[config.mk]
export PLATFORM = sky130hd
export DESIGN_NAME = eaw_angle_wave
export DESIGN_NICKNAME = d
export VERILOG_FILES = /design/src/rtl/eaw_pkg.sv /design/src/rtl/eaw_clk_div.sv /design/src/rtl/eaw_wave_waveform_en_a.sv /design/src/rtl/eaw_angle_wave.sv
export SDC_FILE = /design/constraint.sdc
export NUM_CORES = 1
export LEC_CHECK = 0
export BUFFER_PORTS_ARGS = -buffer_cell sky130_fd_sc_hd__buf_2
export CORE_MARGIN = 1.5
export CORE_UTILIZATION = 38
export CTS_CLUSTER_DIAMETER = 120
export DETAILED_ROUTE_END_ITERATION = 8
export PLACE_DENSITY = 0.58
export SLEW_MARGIN = 20
export SYNTH_ARGS = -nofsm -noshare
export SYNTH_HDL_FRONTEND = slang
export SYNTH_SLANG_ARGS = --single-unit
[constraint.sdc]
create_clock -name clk_i -period 22.7 [get_ports clk_i]
set_input_delay 2.27 -clock clk_i [delete_from_list [all_inputs] [get_ports clk_i]]
set_output_delay 2.27 -clock clk_i [all_outputs]
set_load 0.03 [all_outputs]
[src/rtl/eaw_pkg.sv]
// What this block does
// - Writing one to soft start launches calculation
// - Busy flag reads one while calculating
// - Sync select zero starts calculation per angle
// - Irq source: timer finish or calculation end
// - Count direction: zero up, one down
// - Phase order: V,W plus or minus 120/240
// - Clock select picks fc/8, /16, /32, /64
// - Modulation select: zero two-phase, one three-phase
// - Transfer enable copies results; waveform enable gates
// - Timer enable runs the angle timer
// - Period is (m + n/16) x 384 clocks
// - Three-phase sine sign flips at 180 degrees
// - Disabling timer stops and clears it
// - Per 16 counts: m+1 clocks n times
// - Angle writes above 17FH are rejected
package eaw_pkg;

   // ------------------------------
   // Register indices (byte address is four times the index)
   // ------------------------------
   localparam int          IDX_W        = 14;
   localparam logic [13:0] IDX_CTRL_A   = 14'h1FC0;
   localparam logic [13:0] IDX_CTRL_B   = 14'h1FC1;
   localparam logic [13:0] IDX_PERIOD   = 14'h1FC2;
   localparam logic [13:0] IDX_ANGLE    = 14'h1FC4;
   localparam logic [13:0] IDX_AMP      = 14'h1FC6;
   localparam logic [13:0] IDX_IRQ_STAT = 14'h1FD0;
   localparam logic [13:0] IDX_IRQ_MASK = 14'h1FD1;

   // ------------------------------
   // Field positions and reset values
   // ------------------------------
   localparam int          CB_SOFT_START = 3;
   localparam int          CB_BUSY       = 2;
   localparam int          CB_SYNC_SEL   = 1;
   localparam int          CB_IRQ_SEL    = 0;
   localparam int          IRQ_ANGLE     = 0;
   localparam int          IRQ_WAVEFORM_EN_A      = 1;
   localparam int          IRQ_W         = 2;
   localparam logic [15:0] PERIOD_RST    = 16'h0010;
   localparam logic [11:0] PERIOD_MIN    = 12'h010;
   localparam logic [7:0]  CTRL_A_RST    = 8'h00;
   localparam logic [11:0] AMP_RST       = 12'h000;

   // ------------------------------
   // Angle arithmetic
   // ------------------------------
   localparam int          ANGLE_W     = 9;
   localparam logic [8:0]  ANGLE_MAX   = 9'h17F;
   localparam logic [8:0]  ANGLE_STEPS = 9'h180;
   localparam logic [8:0]  ANGLE_120   = 9'h080;
   localparam logic [8:0]  ANGLE_240   = 9'h100;
   localparam logic [8:0]  ANGLE_HALF  = 9'h0C0;
   localparam int          DIV_EXP_MIN = 3;
   localparam int          DIV_CNT_W   = 6;
   localparam int          PH_LAST     = 2;

   // ------------------------------
   // Types
   // ------------------------------
   typedef struct packed {
      logic       angle_count_dir;
      logic       phase_order_sel;
      logic [1:0] angle_clock_sel;
      logic       modulation_sel;
      logic       result_transfer_en;
      logic       waveform_en_a;
      logic       angle_timer_en;
   } eaw_ctrl_a_t;

   typedef struct packed {
      logic [11:0] u;
      logic [11:0] v;
      logic [11:0] w;
   } eaw_duty_t;

   typedef enum logic [1:0] {
      ST_IDLE,
      ST_ADDR,
      ST_WAVEFORM_EN_A,
      ST_DONE
   } eaw_state_t;

endpackage : eaw_pkg

[src/rtl/eaw_clk_div.sv]
`timescale 1ns/1ps
module eaw_clk_div
   import eaw_pkg::*;
(
   // Clock and reset
   input  wire logic       clk_i,
   input  wire logic       rst_n_i,
   // Control
   input  wire logic       en_i,
   input  wire logic [1:0] sel_i,
   // Tick out
   output logic            tick_o
);

   logic [DIV_CNT_W-1:0] cnt_q;
   logic [DIV_CNT_W-1:0] cnt_d;
   logic [DIV_CNT_W-1:0] mask;

   // Free-running prescaler, held at zero while disabled
   always_comb
   begin
      cnt_d = en_i ? cnt_q + 6'h01 : 6'h00;
   end

   always_ff @(posedge clk_i)
   begin
      if (!rst_n_i)
         cnt_q <= 6'h00;
      else
         cnt_q <= cnt_d;
   end

   // One tick every 2^(3+sel) clocks
   always_comb
   begin
      mask   = DIV_CNT_W'((1 << (DIV_EXP_MIN + int'(sel_i))) - 1);
      tick_o = en_i && ((cnt_q & mask) == mask);
   end

endmodule : eaw_clk_div

[src/rtl/eaw_wave_waveform_en_a.sv]
`timescale 1ns/1ps
module eaw_wave_waveform_en_a
   import eaw_pkg::*;
(
   // Operands
   input  wire logic [7:0]  sine_i,
   input  wire logic [11:0] amp_i,
   input  wire logic [11:0] pwm_period_i,
   input  wire logic [8:0]  angle_i,
   input  wire logic        three_phase_i,
   // Result
   output logic [11:0]      duty_o
);

   logic [19:0] prod;
   logic [11:0] scaled;
   logic [11:0] half_p;
   logic [11:0] half_s;

   // Scaled sine, limited by the PWM period
   always_comb
   begin
      prod   = 20'(sine_i) * 20'(amp_i);
      scaled = prod[19:8];
      if (scaled > pwm_period_i)
         scaled = pwm_period_i;
      half_p = pwm_period_i >> 1;
      half_s = scaled >> 1;
      if (!three_phase_i)
         duty_o = scaled;
      else if (angle_i < ANGLE_HALF)
         duty_o = half_p + half_s;
      else
         duty_o = (half_s > half_p) ? 12'h000 : half_p - half_s;
   end

endmodule : eaw_wave_waveform_en_a

[src/rtl/eaw_angle_wave.sv]
// Chosen here: the Wishbone slave port.
`timescale 1ns/1ps
module eaw_angle_wave
   import eaw_pkg::*;
(
   // Clock and reset
   input  wire logic        clk_i,
   input  wire logic        rst_n_i,
   // Wishbone slave
   input  wire logic        wb_cyc_i,
   input  wire logic        wb_stb_i,
   input  wire logic        wb_we_i,
   input  wire logic [15:0] wb_adr_i,
   input  wire logic [3:0]  wb_sel_i,
   input  wire logic [31:0] wb_dat_i,
   output logic [31:0]      wb_dat_o,
   output logic             wb_ack_o,
   // Sine table port
   output logic [8:0]       sine_addr_o,
   input  wire logic [7:0]  sine_data_i,
   // PWM generator side
   input  wire logic [11:0] pwm_period_i,
   output eaw_duty_t        duty_o,
   output logic             cmp_we_o,
   // Status and interrupt
   output logic [8:0]       angle_o,
   output logic             waveform_en_a_busy_o,
   output logic             irq_o
);

   // ------------------------------
   // Declarations
   // ------------------------------
   eaw_ctrl_a_t      ctrl_a_q,  ctrl_a_d;
   logic             sync_sel_q, sync_sel_d;
   logic             irq_sel_q, irq_sel_d;
   logic [15:0]      period_q,  period_d;
   logic [11:0]      amp_q,     amp_d;
   logic [IRQ_W-1:0] stat_q,    stat_d;
   logic [IRQ_W-1:0] mask_q,    mask_d;
   logic [31:0]      rdat_q,    rdat_d;
   logic             ack_q,     ack_d;
   logic [12:0]      cnt_q,     cnt_d;
   logic [3:0]       grp_q,     grp_d;
   logic [8:0]       angle_q,   angle_d;
   eaw_state_t       st_q,      st_d;
   logic [1:0]       ph_q,      ph_d;
   logic [8:0]       ph_ang_q,  ph_ang_d;
   eaw_duty_t        res_q,     res_d;
   eaw_duty_t        out_q,     out_d;
   logic             we_q,      we_d;
   logic             busy_q,    busy_d;

   logic             req;
   logic             wr;
   logic [IDX_W-1:0] idx;
   logic [15:0]      wmask;
   logic             tick;
   logic             step;
   logic [11:0]      m_eff;
   logic [12:0]      target;
   logic             soft_start;
   logic             sync_start;
   logic             start;
   logic             waveform_en_a_end;
   logic [11:0]      duty_ph;

   // ------------------------------
   // Helpers
   // ------------------------------

   // Angle offset modulo the 384-step circle
   function automatic logic [8:0] ang_add(input logic [8:0] a,
                                           input logic [8:0] b);
      logic [9:0] s;
      s = {1'b0, a} + {1'b0, b};
      if (s >= {1'b0, ANGLE_STEPS})
         s = s - {1'b0, ANGLE_STEPS};
      return s[8:0];
   endfunction : ang_add

   // Angle of phase p relative to U
   function automatic logic [8:0] ph_angle(input logic [8:0] u,
                                            input logic [1:0] p,
                                            input logic       minus);
      logic [8:0] off;
      off = 9'h000;
      if (p == 2'h1)
         off = minus ? ANGLE_240 : ANGLE_120;
      else if (p == 2'h2)
         off = minus ? ANGLE_120 : ANGLE_240;
      return ang_add(u, off);
   endfunction : ph_angle

   // ------------------------------
   // Bus decode
   // ------------------------------

   // Byte lanes to bit mask, address index
   always_comb
   begin
      req   = wb_cyc_i && wb_stb_i && !ack_q;
      wr    = req && wb_we_i;
      idx   = wb_adr_i[15:2];
      wmask = {{8{wb_sel_i[1]}}, {8{wb_sel_i[0]}}};
   end

   // ------------------------------
   // Register file
   // ------------------------------

   // Next values of software registers and ack
   always_comb
   begin
      ctrl_a_d   = ctrl_a_q;
      sync_sel_d = sync_sel_q;
      irq_sel_d  = irq_sel_q;
      period_d   = period_q;
      amp_d      = amp_q;
      mask_d     = mask_q;
      soft_start = 1'b0;
      ack_d      = req;
      if (wr)
      begin
         case (idx)
            IDX_CTRL_A:
               if (wb_sel_i[0])
                  ctrl_a_d = eaw_ctrl_a_t'(wb_dat_i[7:0]);
            IDX_CTRL_B:
               if (wb_sel_i[0])
               begin
                  sync_sel_d = wb_dat_i[CB_SYNC_SEL];
                  irq_sel_d  = wb_dat_i[CB_IRQ_SEL];
                  soft_start = wb_dat_i[CB_SOFT_START];
               end
            IDX_PERIOD:
               period_d = (period_q & ~wmask) | (wb_dat_i[15:0] & wmask);
            IDX_AMP:
               amp_d = (amp_q & ~wmask[11:0])
                     | (wb_dat_i[11:0] & wmask[11:0]);
            IDX_IRQ_MASK:
               if (wb_sel_i[0])
                  mask_d = wb_dat_i[IRQ_W-1:0];
            default:
               ;
         endcase
      end
   end

   // Read data; bit 3 of control B always reads zero
   always_comb
   begin
      rdat_d = 32'h0000_0000;
      if (req && !wb_we_i)
      begin
         case (idx)
            IDX_CTRL_A:   rdat_d[7:0] = ctrl_a_q;
            IDX_CTRL_B:
            begin
               rdat_d[CB_BUSY]     = busy_q;
               rdat_d[CB_SYNC_SEL] = sync_sel_q;
               rdat_d[CB_IRQ_SEL]  = irq_sel_q;
            end
            IDX_PERIOD:   rdat_d[15:0] = period_q;
            IDX_ANGLE:    rdat_d[8:0]  = angle_q;
            IDX_AMP:      rdat_d[11:0] = amp_q;
            IDX_IRQ_STAT: rdat_d[IRQ_W-1:0] = stat_q;
            IDX_IRQ_MASK: rdat_d[IRQ_W-1:0] = mask_q;
            default:      rdat_d = 32'h0000_0000;
         endcase
      end
   end

   always_ff @(posedge clk_i)
   begin
      if (!rst_n_i)
      begin
         ctrl_a_q   <= eaw_ctrl_a_t'(CTRL_A_RST);
         sync_sel_q <= 1'b0;
         irq_sel_q  <= 1'b0;
         period_q   <= PERIOD_RST;
         amp_q      <= AMP_RST;
         mask_q     <= '0;
         rdat_q     <= 32'h0000_0000;
         ack_q      <= 1'b0;
      end
      else
      begin
         ctrl_a_q   <= ctrl_a_d;
         sync_sel_q <= sync_sel_d;
         irq_sel_q  <= irq_sel_d;
         period_q   <= period_d;
         amp_q      <= amp_d;
         mask_q     <= mask_d;
         rdat_q     <= rdat_d;
         ack_q      <= ack_d;
      end
   end

   // ------------------------------
   // Electrical angle timer
   // ------------------------------

   eaw_clk_div u_div (
      .clk_i   (clk_i),
      .rst_n_i (rst_n_i),
      .en_i    (ctrl_a_q.angle_timer_en),
      .sel_i   (ctrl_a_q.angle_clock_sel),
      .tick_o  (tick)
   );

   // Period target: m for the first n of 16 counts, m-1 for the rest
   always_comb
   begin
      m_eff  = (period_q[11:0] < PERIOD_MIN) ? PERIOD_MIN : period_q[11:0];
      target = (grp_q < period_q[15:12]) ? {1'b0, m_eff}
                                         : {1'b0, m_eff} - 13'h0001;
      step   = tick && (cnt_q == target);
   end

   // Counter, group position and angle
   always_comb
   begin
      cnt_d   = cnt_q;
      grp_d   = grp_q;
      angle_d = angle_q;
      if (!ctrl_a_q.angle_timer_en)
      begin
         cnt_d = 13'h0000;
         grp_d = 4'h0;
      end
      else if (step)
      begin
         cnt_d = 13'h0000;
         grp_d = grp_q + 4'h1;
         if (!ctrl_a_q.angle_count_dir)
            angle_d = ang_add(angle_q, 9'h001);
         else
            angle_d = ang_add(angle_q, ANGLE_MAX);
      end
      else if (tick)
         cnt_d = cnt_q + 13'h0001;
      // Software write wins, out of range values ignored
      if (wr && idx == IDX_ANGLE && (wb_sel_i[0] || wb_sel_i[1]))
      begin
         if (((angle_q & ~wmask[8:0]) | (wb_dat_i[8:0] & wmask[8:0]))
             <= ANGLE_MAX)
            angle_d = (angle_q & ~wmask[8:0])
                    | (wb_dat_i[8:0] & wmask[8:0]);
      end
   end

   always_ff @(posedge clk_i)
   begin
      if (!rst_n_i)
      begin
         cnt_q   <= 13'h0000;
         grp_q   <= 4'h0;
         angle_q <= 9'h000;
      end
      else
      begin
         cnt_q   <= cnt_d;
         grp_q   <= grp_d;
         angle_q <= angle_d;
      end
   end

   // ------------------------------
   // Waveform arithmetic sequencer
   // ------------------------------

   // Start sources, gated by the waveform enable
   always_comb
   begin
      sync_start = step && !sync_sel_q;
      start      = ctrl_a_q.waveform_en_a
                 && (soft_start || sync_start);
   end

   eaw_wave_waveform_en_a u_waveform_en_a (
      .sine_i        (sine_data_i),
      .amp_i         (amp_q),
      .pwm_period_i  (pwm_period_i),
      .angle_i       (ph_ang_q),
      .three_phase_i (ctrl_a_q.modulation_sel),
      .duty_o        (duty_ph)
   );

   // Three phases: present address, then take the product
   always_comb
   begin
      st_d     = st_q;
      ph_d     = ph_q;
      ph_ang_d = ph_ang_q;
      res_d    = res_q;
      out_d    = out_q;
      we_d     = 1'b0;
      busy_d   = busy_q;
      waveform_en_a_end = 1'b0;
      case (st_q)
         ST_IDLE:
            if (start)
            begin
               busy_d   = 1'b1;
               ph_d     = 2'h0;
               ph_ang_d = angle_q;
               st_d     = ST_ADDR;
            end
         ST_ADDR:
            st_d = ST_WAVEFORM_EN_A;
         ST_WAVEFORM_EN_A:
         begin
            case (ph_q)
               2'h0:    res_d.u = duty_ph;
               2'h1:    res_d.v = duty_ph;
               default: res_d.w = duty_ph;
            endcase
            if (ph_q == 2'(PH_LAST))
               st_d = ST_DONE;
            else
            begin
               ph_d     = ph_q + 2'h1;
               ph_ang_d = ph_angle(angle_q, ph_q + 2'h1,
                                   ctrl_a_q.phase_order_sel);
               st_d     = ST_ADDR;
            end
         end
         ST_DONE:
         begin
            if (ctrl_a_q.result_transfer_en)
            begin
               out_d = res_q;
               we_d  = 1'b1;
            end
            busy_d   = 1'b0;
            waveform_en_a_end = 1'b1;
            st_d     = ST_IDLE;
         end
         default:
            st_d = ST_IDLE;
      endcase
      if (!ctrl_a_q.waveform_en_a)
      begin
         st_d   = ST_IDLE;
         busy_d = 1'b0;
      end
   end

   always_ff @(posedge clk_i)
   begin
      if (!rst_n_i)
      begin
         st_q     <= ST_IDLE;
         ph_q     <= 2'h0;
         ph_ang_q <= 9'h000;
         res_q    <= '0;
         out_q    <= '0;
         we_q     <= 1'b0;
         busy_q   <= 1'b0;
      end
      else
      begin
         st_q     <= st_d;
         ph_q     <= ph_d;
         ph_ang_q <= ph_ang_d;
         res_q    <= res_d;
         out_q    <= out_d;
         we_q     <= we_d;
         busy_q   <= busy_d;
      end
   end

   // ------------------------------
   // Interrupt status
   // ------------------------------

   // Sticky events; a new event wins over write-one-to-clear
   always_comb
   begin
      stat_d = stat_q;
      if (wr && idx == IDX_IRQ_STAT && wb_sel_i[0])
         stat_d = stat_q & ~wb_dat_i[IRQ_W-1:0];
      if (irq_sel_q ? waveform_en_a_end : step)
         stat_d[IRQ_ANGLE] = 1'b1;
      if (waveform_en_a_end)
         stat_d[IRQ_WAVEFORM_EN_A] = 1'b1;
   end

   always_ff @(posedge clk_i)
   begin
      if (!rst_n_i)
         stat_q <= '0;
      else
         stat_q <= stat_d;
   end

   // ------------------------------
   // Outputs
   // ------------------------------
   assign wb_dat_o    = rdat_q;
   assign wb_ack_o    = ack_q;
   assign sine_addr_o = ph_ang_q;
   assign duty_o      = out_q;
   assign cmp_we_o    = we_q;
   assign angle_o     = angle_q;
   assign waveform_en_a_busy_o = busy_q;
   assign irq_o       = |(stat_q & mask_q);

endmodule : eaw_angle_wave

==> results of run 1 <==
[where the power goes]
group	total, W	internal [W]	switching, W
Clock	0.000312	0.000183	0.000129
Combinational	0.0000368	0.0000101	0.0000266
Sequential	0.000312	0.000312	0.0000000414
Total	0.000661	0.000505	0.000156
[worst min-delay path by stage]
stage	slack (ps)	endpoint	start
6_report	450	duty_o[29]	duty_o[29]
5_1_grt	470	duty_o[27]	duty_o[27]
4_1_cts	450	duty_o[34]	duty_o[34]
3_5_place_dp	440	duty_o[7]	res_q[7]
3_3_place_gp	440	duty_o[35]	res_q[35]
2_1_floorplan	430	duty_o[14]	res_q[14]
[synthesized netlist by cell type (5+ instances only)]
master / number
a211oi_1: 11
nor3_1: 34
xnor2_1: 21
nor2b_1: 9
o22ai_1: 7
and2_1: 95
buf_4: 24
a21o_1: 15
a221oi_1: 5
nand3_1: 37
ha_1: 85
nor2_1: 124
a32oi_1: 5
xor2_1: 20
dfxtp_1: 178
a41oi_1: 5
nand2b_1: 11
o31ai_1: 14
or3_1: 19
a21oi_1: 120
o211ai_1: 13
or4_1: 5
o21ai_0: 58
mux2i_1: 45
a222oi_1: 5
and3_1: 7
nand4_1: 15
clkbuf_1: 69
or2_2: 6
o21bai_1: 7
buf_1: 6
fa_1: 61
nand2_1: 239
a31oi_1: 20
a22oi_1: 8
a221o_1: 5
o311a_1: 7
inv_1: 112
o21a_1: 9
mux2_2: 13
[through the flow]
step / total power (W) / worst slack, ps / hold slack (ps) / utilization, % / std cells
6_report: 0.0006607 / 11270 / 451.1 / 43.02 / 2145
3_5_place_dp: 0.0003558 / 10890 / 443.8 / 41.17 / 2113
2_1_floorplan: 0.0003430 / 11790 / 428.8 / - / 1632
3_3_place_gp: 0.0003556 / 10950 / 440.4 / 41.17 / 2113
4_1_cts: 0.0006674 / 11300 / 453.9 / 43.02 / 2145
5_1_grt: 0.0006821 / 10500 / 471.1 / 43.02 / 2145
[metal layers]
metal  wire (um)  vias to the layer above  track usage, %
li1            -                     5669               -
met1       16640                     5513           27.49
met2       16880                      349           34.05
met3        2026                       60           3.537
met4         892                        2           6.277
met5          11                        -               0
[logic make-up (layout without fill, tap and decap cells)]
| group | Yosys count | after routing |
|---|---|---|
| flip-flops | 178 | 178 |
| buffers and inverters | 220 | 285 |
| other | 1 | 16 |
| XOR/XNOR | 41 | 41 |
| adder cells (fa/ha/maj) | 146 | 146 |
| AND/OR/NAND/NOR | 623 | 623 |
| multiplexers | 58 | 58 |
| AO/OA/AOI/OAI | 350 | 350 |
[area by class of cell]
class,count,area [um^2],area share (%)
Clock buffer,21,470.5,3.253
Clock inverter,11,151.4,1.047
Inverter,114,427.9,2.959
Multi-Input combinational cell,1234,8571,59.26
Sequential cell,178,3563,24.64
Tap cell,448,560.5,3.876
Timing Repair Buffer,139,718.2,4.966
[worst max-delay path, delay by kind of cell]
kind / cells / cell delay, ps
AO/OA/AOI/OAI: 15 / 3680
buffers and inverters: 5 / 380
XOR/XNOR: 1 / 140
adder cells (fa/ha/maj): 8 / 3480
AND/OR/NAND/NOR: 3 / 720
multiplexers: 3 / 1080
==> results.tsv, run 1 <==
metric	value	unit
Die W	188.0	um
Synth Area in Simple Gates	22.81	%
most frequent CP cell	fa_1	
via count	11590	
Yosys top cell area share	27.39	%
ys flop type	dfxtp_1	
CP Capture Point	res_q[22]	
total CTS buffers	17	
Fin Clk Skew	11.78	ps
#FFs+latches synth	178	
gp weighted congestion	0.8945	
core area	33620	um^2
crit path time final	11430	ps
Max Cap Violations	0	
Worst Hold Path Cells	2	
WP data arrival	11770	ps
WS Path Type	primary input to register	
Worst setup EP type	register	
Worst R2R End	res_q[22]	
Final Hold Fails	0	
antenna violations before repair	1	
share of the clock period used by the worst path	50.36	%
num ports	167	
worst endpoint required time	23040	ps
drt drc	0	
total routed wirelength	36450	um
Worst path max stage delay	560	ps
antenna fix cells	0	
commonest cells after routing, fill and taps aside	nand2_1 (239), dfxtp_1 (178), buf_2 (130), nor2_1 (124), a21oi_1 (120)	
EDFF count, synth	0	
Max VDD drop	0.00005521	V
clock buffer depth	2	
gr ovfl total	0	
Synth Area in XOR/XNOR	2.760	%
row count	67	
fin area	14460	um^2
CTS tree	yes	
LEAKAGE	6.241	nW
DRT Pass-1 Iters	6	
final setup fails	0	
Die Area	35360	um^2
setup TNS	0	ps
Syn-to-layout area delta	11.15	%
Async SR Flop Fraction	0	%
Mapped Cells	1617	
Die Y	188.0	um
largest family of logic cells by synthesized area	simple AND/OR/NAND/NOR gates	
R2R setup slack	12740	ps
Post-CTS Setup Bufs	0	
worst skew pair latency	440	ps
H-tree depth	4	
Mapped Area	13010	um^2
Area contributors post-synth	dfxtp_1 (27%), fa_1 (9.4%), ha_1 (8.2%)	
Adder-Cell Fraction of Synth Area	17.56	%
post-cts sizing count	0	
PortBufs	130	
final net count	1907	
Worst Tran Pin Value	1049	ps
CP max stage cell	fa_1	
clock sinks	178	
DRT antenna net count	0	
routed via count divided by cell count	5.405	
Critical path origin	sine_data_i[7]	
hold_buf cts	0	
Yosys top cell by area	dfxtp_1	
status	finished clean	
worst hold-check path type	register to register	
maximum fanout along the worst path	15	
Avg Cell Area, Syn	8.047	um^2
initial core utilization	38.71	%
YS warnings	0	
share of cells above drive strength 1	12.14	%
WL/cell	16.99	um
Worst Setup Start Kind	primary input	
RSZ-0062 raised after global routing	no	
Cell variety after synth	74	
largest net degree at the start of global routing	89	
clock root cell	clkbuf_16	
fraction of synthesized area in multiplexers	4.587	%
Reg clk slew, reported paths	70	ps
Reg2Reg Depth	32	
Placed Area	13840	um^2
GRT Total Usage	20.65	%
global-route wire length before repair	58270	um
max-slew violation count	0	
dpl hpwl	27500	um
commonest non-fill, non-tap cell in the layout	nand2_1	
number of DRC markers in iteration 0	657	
vias in the first global route	11050	
Peak Freq	87.47	MHz
sequential-to-total area share from yosys stat	27.39	%
Compound-Gate Fraction of Synth Area	17.62	%
Slew HR	29.83	%
# fillers	3450	
Cell Pwr Density	45.69	nW/um^2
(Power assumes the default switching activity.)
==> run 2, diff against run 1 <==
--- a/config.mk
+++ b/config.mk
@@ -10,7 +10,7 @@
 export CORE_UTILIZATION = 38
 export CTS_CLUSTER_DIAMETER = 120
 export DETAILED_ROUTE_END_ITERATION = 8
-export PLACE_DENSITY = 0.58
+export PLACE_DENSITY = 0.6
 export SLEW_MARGIN = 20
 export SYNTH_ARGS = -nofsm -noshare
 export SYNTH_HDL_FRONTEND = slang
==> constraint.sdc (replaced) <==
create_clock -name clk_i -period 9.7 [get_ports clk_i]
set_input_delay 0.97 -clock clk_i [delete_from_list [all_inputs] [get_ports clk_i]]
set_output_delay 0.97 -clock clk_i [all_outputs]
set_load 0.03 [all_outputs]
==> run 2 against run 1 <==
  * Clock power rose by 120%
  * Die area stayed put
  * Sequential power is 130% higher
  * Critical path type unchanged
==> results.tsv, run 2 (same netlist as run 1, synthesis figures left out) <==
metric	value	unit	change
status	finished clean		unchanged
vias in the first global route	11560		was 11.05k
Die Y	188.0	um	unchanged
power share of the sequential group	48.8	%	was 47.3%
Cell Pwr Density	100.2	nW/um^2	was 45.69 nW/um^2
WP buf/inv	7		was 5
PortBufs	130		unchanged
Die W	188.0	um	unchanged
Reg clk slew, reported paths	60	ps	was 70 ps
Worst Tran Pin Value	1063	ps	was 1049 ps
Reg2Reg Depth	34		was 32
Worst Hold Path Cells	2		unchanged
Switch Pwr	0.0003799	W	was 0.0001557 W
via count	11830		was 11.59k
largest net degree at the start of global routing	90		was 89
WL/cell	17.02	um	was 16.99 um
dpl hpwl	29020	um	was 27500 um
Fin Clk Skew	8.629	ps	was 11.78 ps
CTS tree	yes		unchanged
DRT Pass-1 Iters	7		was 6
worst endpoint required time	10050	ps	was 23040 ps
H-tree depth	4		unchanged
Int Power	0.001116	W	was 0.0005050 W
GRT Total Usage	21.76	%	was 20.65%
drt drc	0		unchanged
routed via count divided by cell count	5.354		was 5.405
core area	33620	um^2	unchanged
Max VDD drop	0.0001292	V	was 0.00005521 V
number of DRC markers in iteration 0	630		was 657
register area	3563	um^2	unchanged
row count	67		unchanged
final net count	1971		was 1907
R2R setup slack	760	ps	was 12740 ps
Hold EP	duty_o[29]		unchanged
Final Hold Fails	0		unchanged
gp weighted congestion	0.9326		was 0.8945
commonest cells after routing, fill and taps aside	nand2_1 (239), dfxtp_1 (178), buf_2 (130), nor2_1 (124), a21oi_1 (117)		was nand2_1 (239), dfxtp_1 (178), buf_2 (130), nor2_1 (124), a21oi_1 (120)
LEAKAGE	6.529	nW	was 6.241 nW
final setup fails	0		unchanged
CP max stage cell	fa_1		unchanged
setup slack after layout	575.6	ps	was 11270 ps
crit path time final	9124	ps	
family with the most delay on the worst path	adder cells		was compound AO/OA/AOI/OAI gates
share of cells above drive strength 1	15.79	%	was 12.14%
total routed wirelength	37620	um	was 36450 um
hold_buf cts	0		unchanged
DRT antenna net count	0		unchanged
Non-Filler Instances	2210		was 2145
clock root cell	clkbuf_16		unchanged
Sw Share	25.40	%	was 23.57%
WS Path Type	primary input to register		unchanged
Peak Freq	109.6	MHz	
initial core utilization	38.71	%	unchanged
Comb pwr share	6.3	%	was 5.6%
dpl ws	-65.09	ps	was 10890 ps
WP data arrival	9470	ps	was 11770 ps
fin area	14920	um^2	was 14460 um^2
most frequent CP cell	fa_1		unchanged
max-slew violation count	0		unchanged
Clock power frac	44.9	%	was 47.2%
num ports	167		unchanged
Slew HR	28.90	%	was 29.83%
global-route wire length before repair	61350	um	was 58270 um
Die Area	35360	um^2	unchanged
# placed instances	2176		was 2113
antenna violations before repair	1		unchanged
Placed Area	14310	um^2	was 13840 um^2
worst skew pair latency	450	ps	was 440 ps
share of the clock period used by the worst path	94.07	%	
clock buffer depth	2		unchanged
Worst setup EP type	register		unchanged
Worst path max stage delay	550	ps	was 560 ps
maximum fanout along the worst path	8		was 15
Worst R2R End	res_q[10]		was res_q[22]
# fillers	3407		was 3450
Worst Setup Start Kind	primary input		unchanged
Max Cap Violations	0		unchanged
Syn-to-layout area delta	14.67	%	was 11.15%
area used by multi-input combinational logic	8608	um^2	was 8571 um^2
hold_sp	res_q[29]		was duty_o[29]
worst hold-check path type	register to register		unchanged
gr ovfl total	0		unchanged
Hold WS	454.0	ps	was 451.1 ps
clock sinks	178		unchanged
commonest non-fill, non-tap cell in the layout	nand2_1		unchanged
total CTS buffers	17		unchanged
[run 2: cell count changes in the layout (fill, tap and decap cells not counted), moves of 2 or more]
cell	delta
bufinv_16	-2
clkbuf_8	-3
buf_4	+64
inv_6	+2
a21oi_1	-3
clkinv_2	+3
a21oi_2	+3
[run 2: worst max-delay path by stage]
stage / depth (start not counted) / startpoint / to
after detailed placement: 37 / sine_data_i[7] / res_q[10]
after global routing: 37 / sine_data_i[7] / res_q[10]
after CTS: 37 / sine_data_i[7] / res_q[10]
after floorplan: 36 / sine_data_i[6] / res_q[10]
after global placement: 37 / sine_data_i[7] / res_q[10]
final: 37 / sine_data_i[7] / res_q[10]
[run 2: metal layers]
layer	track usage (%)	up-vias	wire, um
met1	28.78	5642	17010
met3	3.350	56	1968
met4	7.323	0	965
li1	-	5799	-
met5	0	-	0
met2	36.08	335	17670
[run 2: per-stage QoR]
| step | utilization [%] | total power, W | TNS, ps |
|---|---|---|---|
| final | 44.39 | 0.001496 | 0 |
| after global routing | 44.38 | 0.001547 | -21.77 |
| after floorplan | - | 0.0008026 | 0 |
| after detailed placement | 42.58 | 0.0008402 | -115.4 |
| after CTS | 44.24 | 0.001507 | 0 |
| after global placement | 42.58 | 0.0008392 | 0 |
[run 2: cell type report]
cell class                      count  area share, %
Antenna cell                        1        0.01677
Clock buffer                       17          2.851
Clock inverter                     15         0.8973
Inverter                          114          2.868
Multi-Input combinational cell   1234          57.69
Sequential cell                   178          23.88
Tap cell                          448          3.757
Timing Repair Buffer              203          8.034
[run 2: worst min-delay path: stages, from the launching register on]
cell	delay, ps
dfxtp_1	310
nand2_1	50
a21oi_1	50
[run 2: timing repair]
| item | 4_1_cts | 5_1_grt |
|---|---|---|
| resized for setup | 0 | 8 |
| setup buffers | 0 | 1 |
| setup endpoints to repair | 0 | 6 |
[run 2: power groups by stage]
stage / combinational (W) / sequential (W) / clock [W]
6_report: 0.0000942 / 0.000731 / 0.000671
5_1_grt: 0.000102 / 0.000730 / 0.000715
4_1_cts: 0.0000930 / 0.000731 / 0.000684
3_5_place_dp: 0.0000928 / 0.000747 / 0
3_3_place_gp: 0.0000918 / 0.000747 / 0
2_1_floorplan: 0.0000548 / 0.000748 / 0
==> run 3, diff against run 2 <==
--- a/config.mk
+++ b/config.mk
@@ -7,10 +7,10 @@
 export LEC_CHECK = 0
 export BUFFER_PORTS_ARGS = -buffer_cell sky130_fd_sc_hd__buf_2
 export CORE_MARGIN = 1.5
-export CORE_UTILIZATION = 38
+export CORE_UTILIZATION = 54
 export CTS_CLUSTER_DIAMETER = 120
 export DETAILED_ROUTE_END_ITERATION = 8
-export PLACE_DENSITY = 0.6
+export PLACE_DENSITY = 0.8
 export SLEW_MARGIN = 20
 export SYNTH_ARGS = -nofsm -noshare
 export SYNTH_HDL_FRONTEND = slang
==> run 3 against run 2 <==
  * Final cell count down 7.0%
  * Non-clock buffer count shrank 25
  * Final area down 1.7%
  * Global-route usage grew 5.9 points
  * Utilization rose by 18 points
  * Die area down 29%
  * Clock power grew 14%
  * Critical path type unchanged
  * Critical endpoint unchanged
==> results.tsv, run 3 (same netlist as run 1, synthesis figures left out) <==
metric	value	unit	change
via count	12010		was 11.83k
initial core utilization	55.27	%	was 38.71%
CP Capture Point	res_q[10]		unchanged
clock sinks	178		unchanged
gp weighted congestion	0.9490		was 0.9326
H-tree depth	4		unchanged
DRT antenna net count	0		unchanged
commonest cells after routing, fill and taps aside	nand2_1 (239), dfxtp_1 (178), buf_2 (130), nor2_1 (124), a21oi_1 (119)		was nand2_1 (239), dfxtp_1 (178), buf_2 (130), nor2_1 (124), a21oi_1 (117)
antenna violations before repair	0		was 1
WP buf/inv	5		was 7
most frequent CP cell	fa_1		unchanged
Reg2Reg Depth	34		unchanged
Worst Tran Pin Value	1059	ps	was 1063 ps
Worst Hold Path Cells	2		unchanged
row count	56		was 67
hold_sp	res_q[28]		was res_q[29]
final setup fails	0		unchanged
share of cells above drive strength 1	14.46	%	was 15.79%
max-slew violation count	0		unchanged
total routed wirelength	34380	um	was 37620 um
hold_buf cts	0		unchanged
Layout Utilization	62.30	%	was 44.39%
Die Y	158.2	um	was 188.0 um
Slew HR	29.43	%	was 28.90%
CP max stage cell	fa_1		unchanged
maximum fanout along the worst path	8		unchanged
WL/cell	16.73	um	was 17.02 um
Syn-to-layout area delta	12.72	%	was 14.67%
Max Cap Violations	0		unchanged
WS Path Type	primary input to register		unchanged
Reg clk slew, reported paths	70	ps	was 60 ps
R2R setup slack	620	ps	was 760 ps
global-route wire length before repair	55270	um	was 61350 um
drt drc	0		unchanged
clock root cell	clkbuf_16		unchanged
commonest non-fill, non-tap cell in the layout	nand2_1		unchanged
total CTS buffers	17		unchanged
Worst path max stage delay	540	ps	was 550 ps
Fin Clk Skew	13.07	ps	was 8.629 ps
largest net degree at the start of global routing	90		unchanged
Worst Setup Start Kind	primary input		unchanged
vias in the first global route	11180		was 11.56k
Worst setup EP type	register		unchanged
Max VDD drop	0.00008884	V	was 0.0001292 V
PortBufs	130		unchanged
family with the most delay on the worst path	adder cells		unchanged
Peak Freq	107.3	MHz	was 109.6 MHz
WP data arrival	9660	ps	was 9470 ps
final net count	1946		was 1971
routed via count divided by cell count	5.842		was 5.354
worst endpoint required time	10040	ps	was 10050 ps
crit path time final	9320	ps	was 9124 ps
num ports	167		unchanged
Worst R2R End	res_q[10]		unchanged
status	finished clean		unchanged
Die Area	25040	um^2	was 35360 um^2
gr ovfl total	0		unchanged
Hold WS	452.7	ps	was 454.0 ps
worst skew pair latency	440	ps	was 450 ps
GRT Total Usage	27.68	%	was 21.76%
Die W	158.2	um	was 188.0 um
number of DRC markers in iteration 0	1190		was 630
antenna fix cells	0		was 1
share of the clock period used by the worst path	96.08	%	was 94.07%
dpl hpwl	26030	um	was 29020 um
Final Hold Fails	0		unchanged
worst hold-check path type	register to register		unchanged
Cell Pwr Density	107.8	nW/um^2	was 100.2 nW/um^2
LEAKAGE	6.448	nW	was 6.529 nW
DRT Pass-1 Iters	6		was 7
Crit. path cell count	36		was 37
core area	23540	um^2	was 33620 um^2
CTS tree	yes		unchanged
clock buffer depth	2		unchanged
Critical path origin	sine_data_i[4]		was sine_data_i[7]
setup TNS	0	ps	unchanged
-- run 3: report_power, final --
group	internal [W]	leakage, nW	switching, W
sequential	0.000730	1.43	0.0000000642
combinational	0.0000274	4.70	0.0000618
clock	0.000448	0.317	0.000314
-- run 3: stage by stage --
stage	std cells	worst slack (ps)	cell area (um^2)	total power, W
after detailed placement	2023	-112.8	13980	0.0008340
final	2055	380.4	14670	0.001581
after floorplan	1632	91.71	13070	0.0008026
after global placement	2023	81.51	13970	0.0008322
after CTS	2055	256.9	14630	0.001585
after global routing	2055	-26.46	14670	0.001628
-- run 3: cell type report --
cell class / instances / area, um^2
fillers: 2039 / 8876
multi-input cells: 1234 / 8610
flip-flops and latches: 178 / 3563
repair buffers: 178 / 1011
clock buffers: 18 / 439.2
inverters: 114 / 427.9
well taps: 319 / 399.1
clock inverters: 14 / 216.5
-- run 3: repair_timing --
action | 4_1_cts | 5_1_grt
endpoints found under the setup margin | 0 | 6
buffers inserted | 0 | 0
resized for setup | 0 | 6
endpoints found under the hold margin | 0 | 0
-- run 3: worst min path at each step --
stage,to,slack [ps]
after floorplan,duty_o[14],430
after global placement,duty_o[25],440
after detailed placement,duty_o[2],450
after CTS,duty_o[28],450
after global routing,duty_o[35],470
final,duty_o[28],450
-- run 3: per-layer routing --
metal,GRT usage [%],vias to the layer above,share of wire [%]
li1,-,5763,-
met1,35.87,5671,42
met2,46.81,492,48
met3,4.380,80,7.0
met4,9.390,0,2.6
met5,0,-,0
-- run 3: worst reg2reg max path: cells and delay by family, from the launching register on --
| kind | cells | cell delay (ps) |
|---|---|---|
| adder cells (fa/ha/maj) | 8 | 3280 |
| AO/OA/AOI/OAI | 14 | 2910 |
| AND/OR/NAND/NOR | 5 | 900 |
| multiplexers | 3 | 900 |
| flip-flops | 1 | 580 |
| buffers and inverters | 3 | 300 |
| XOR/XNOR | 1 | 180 |
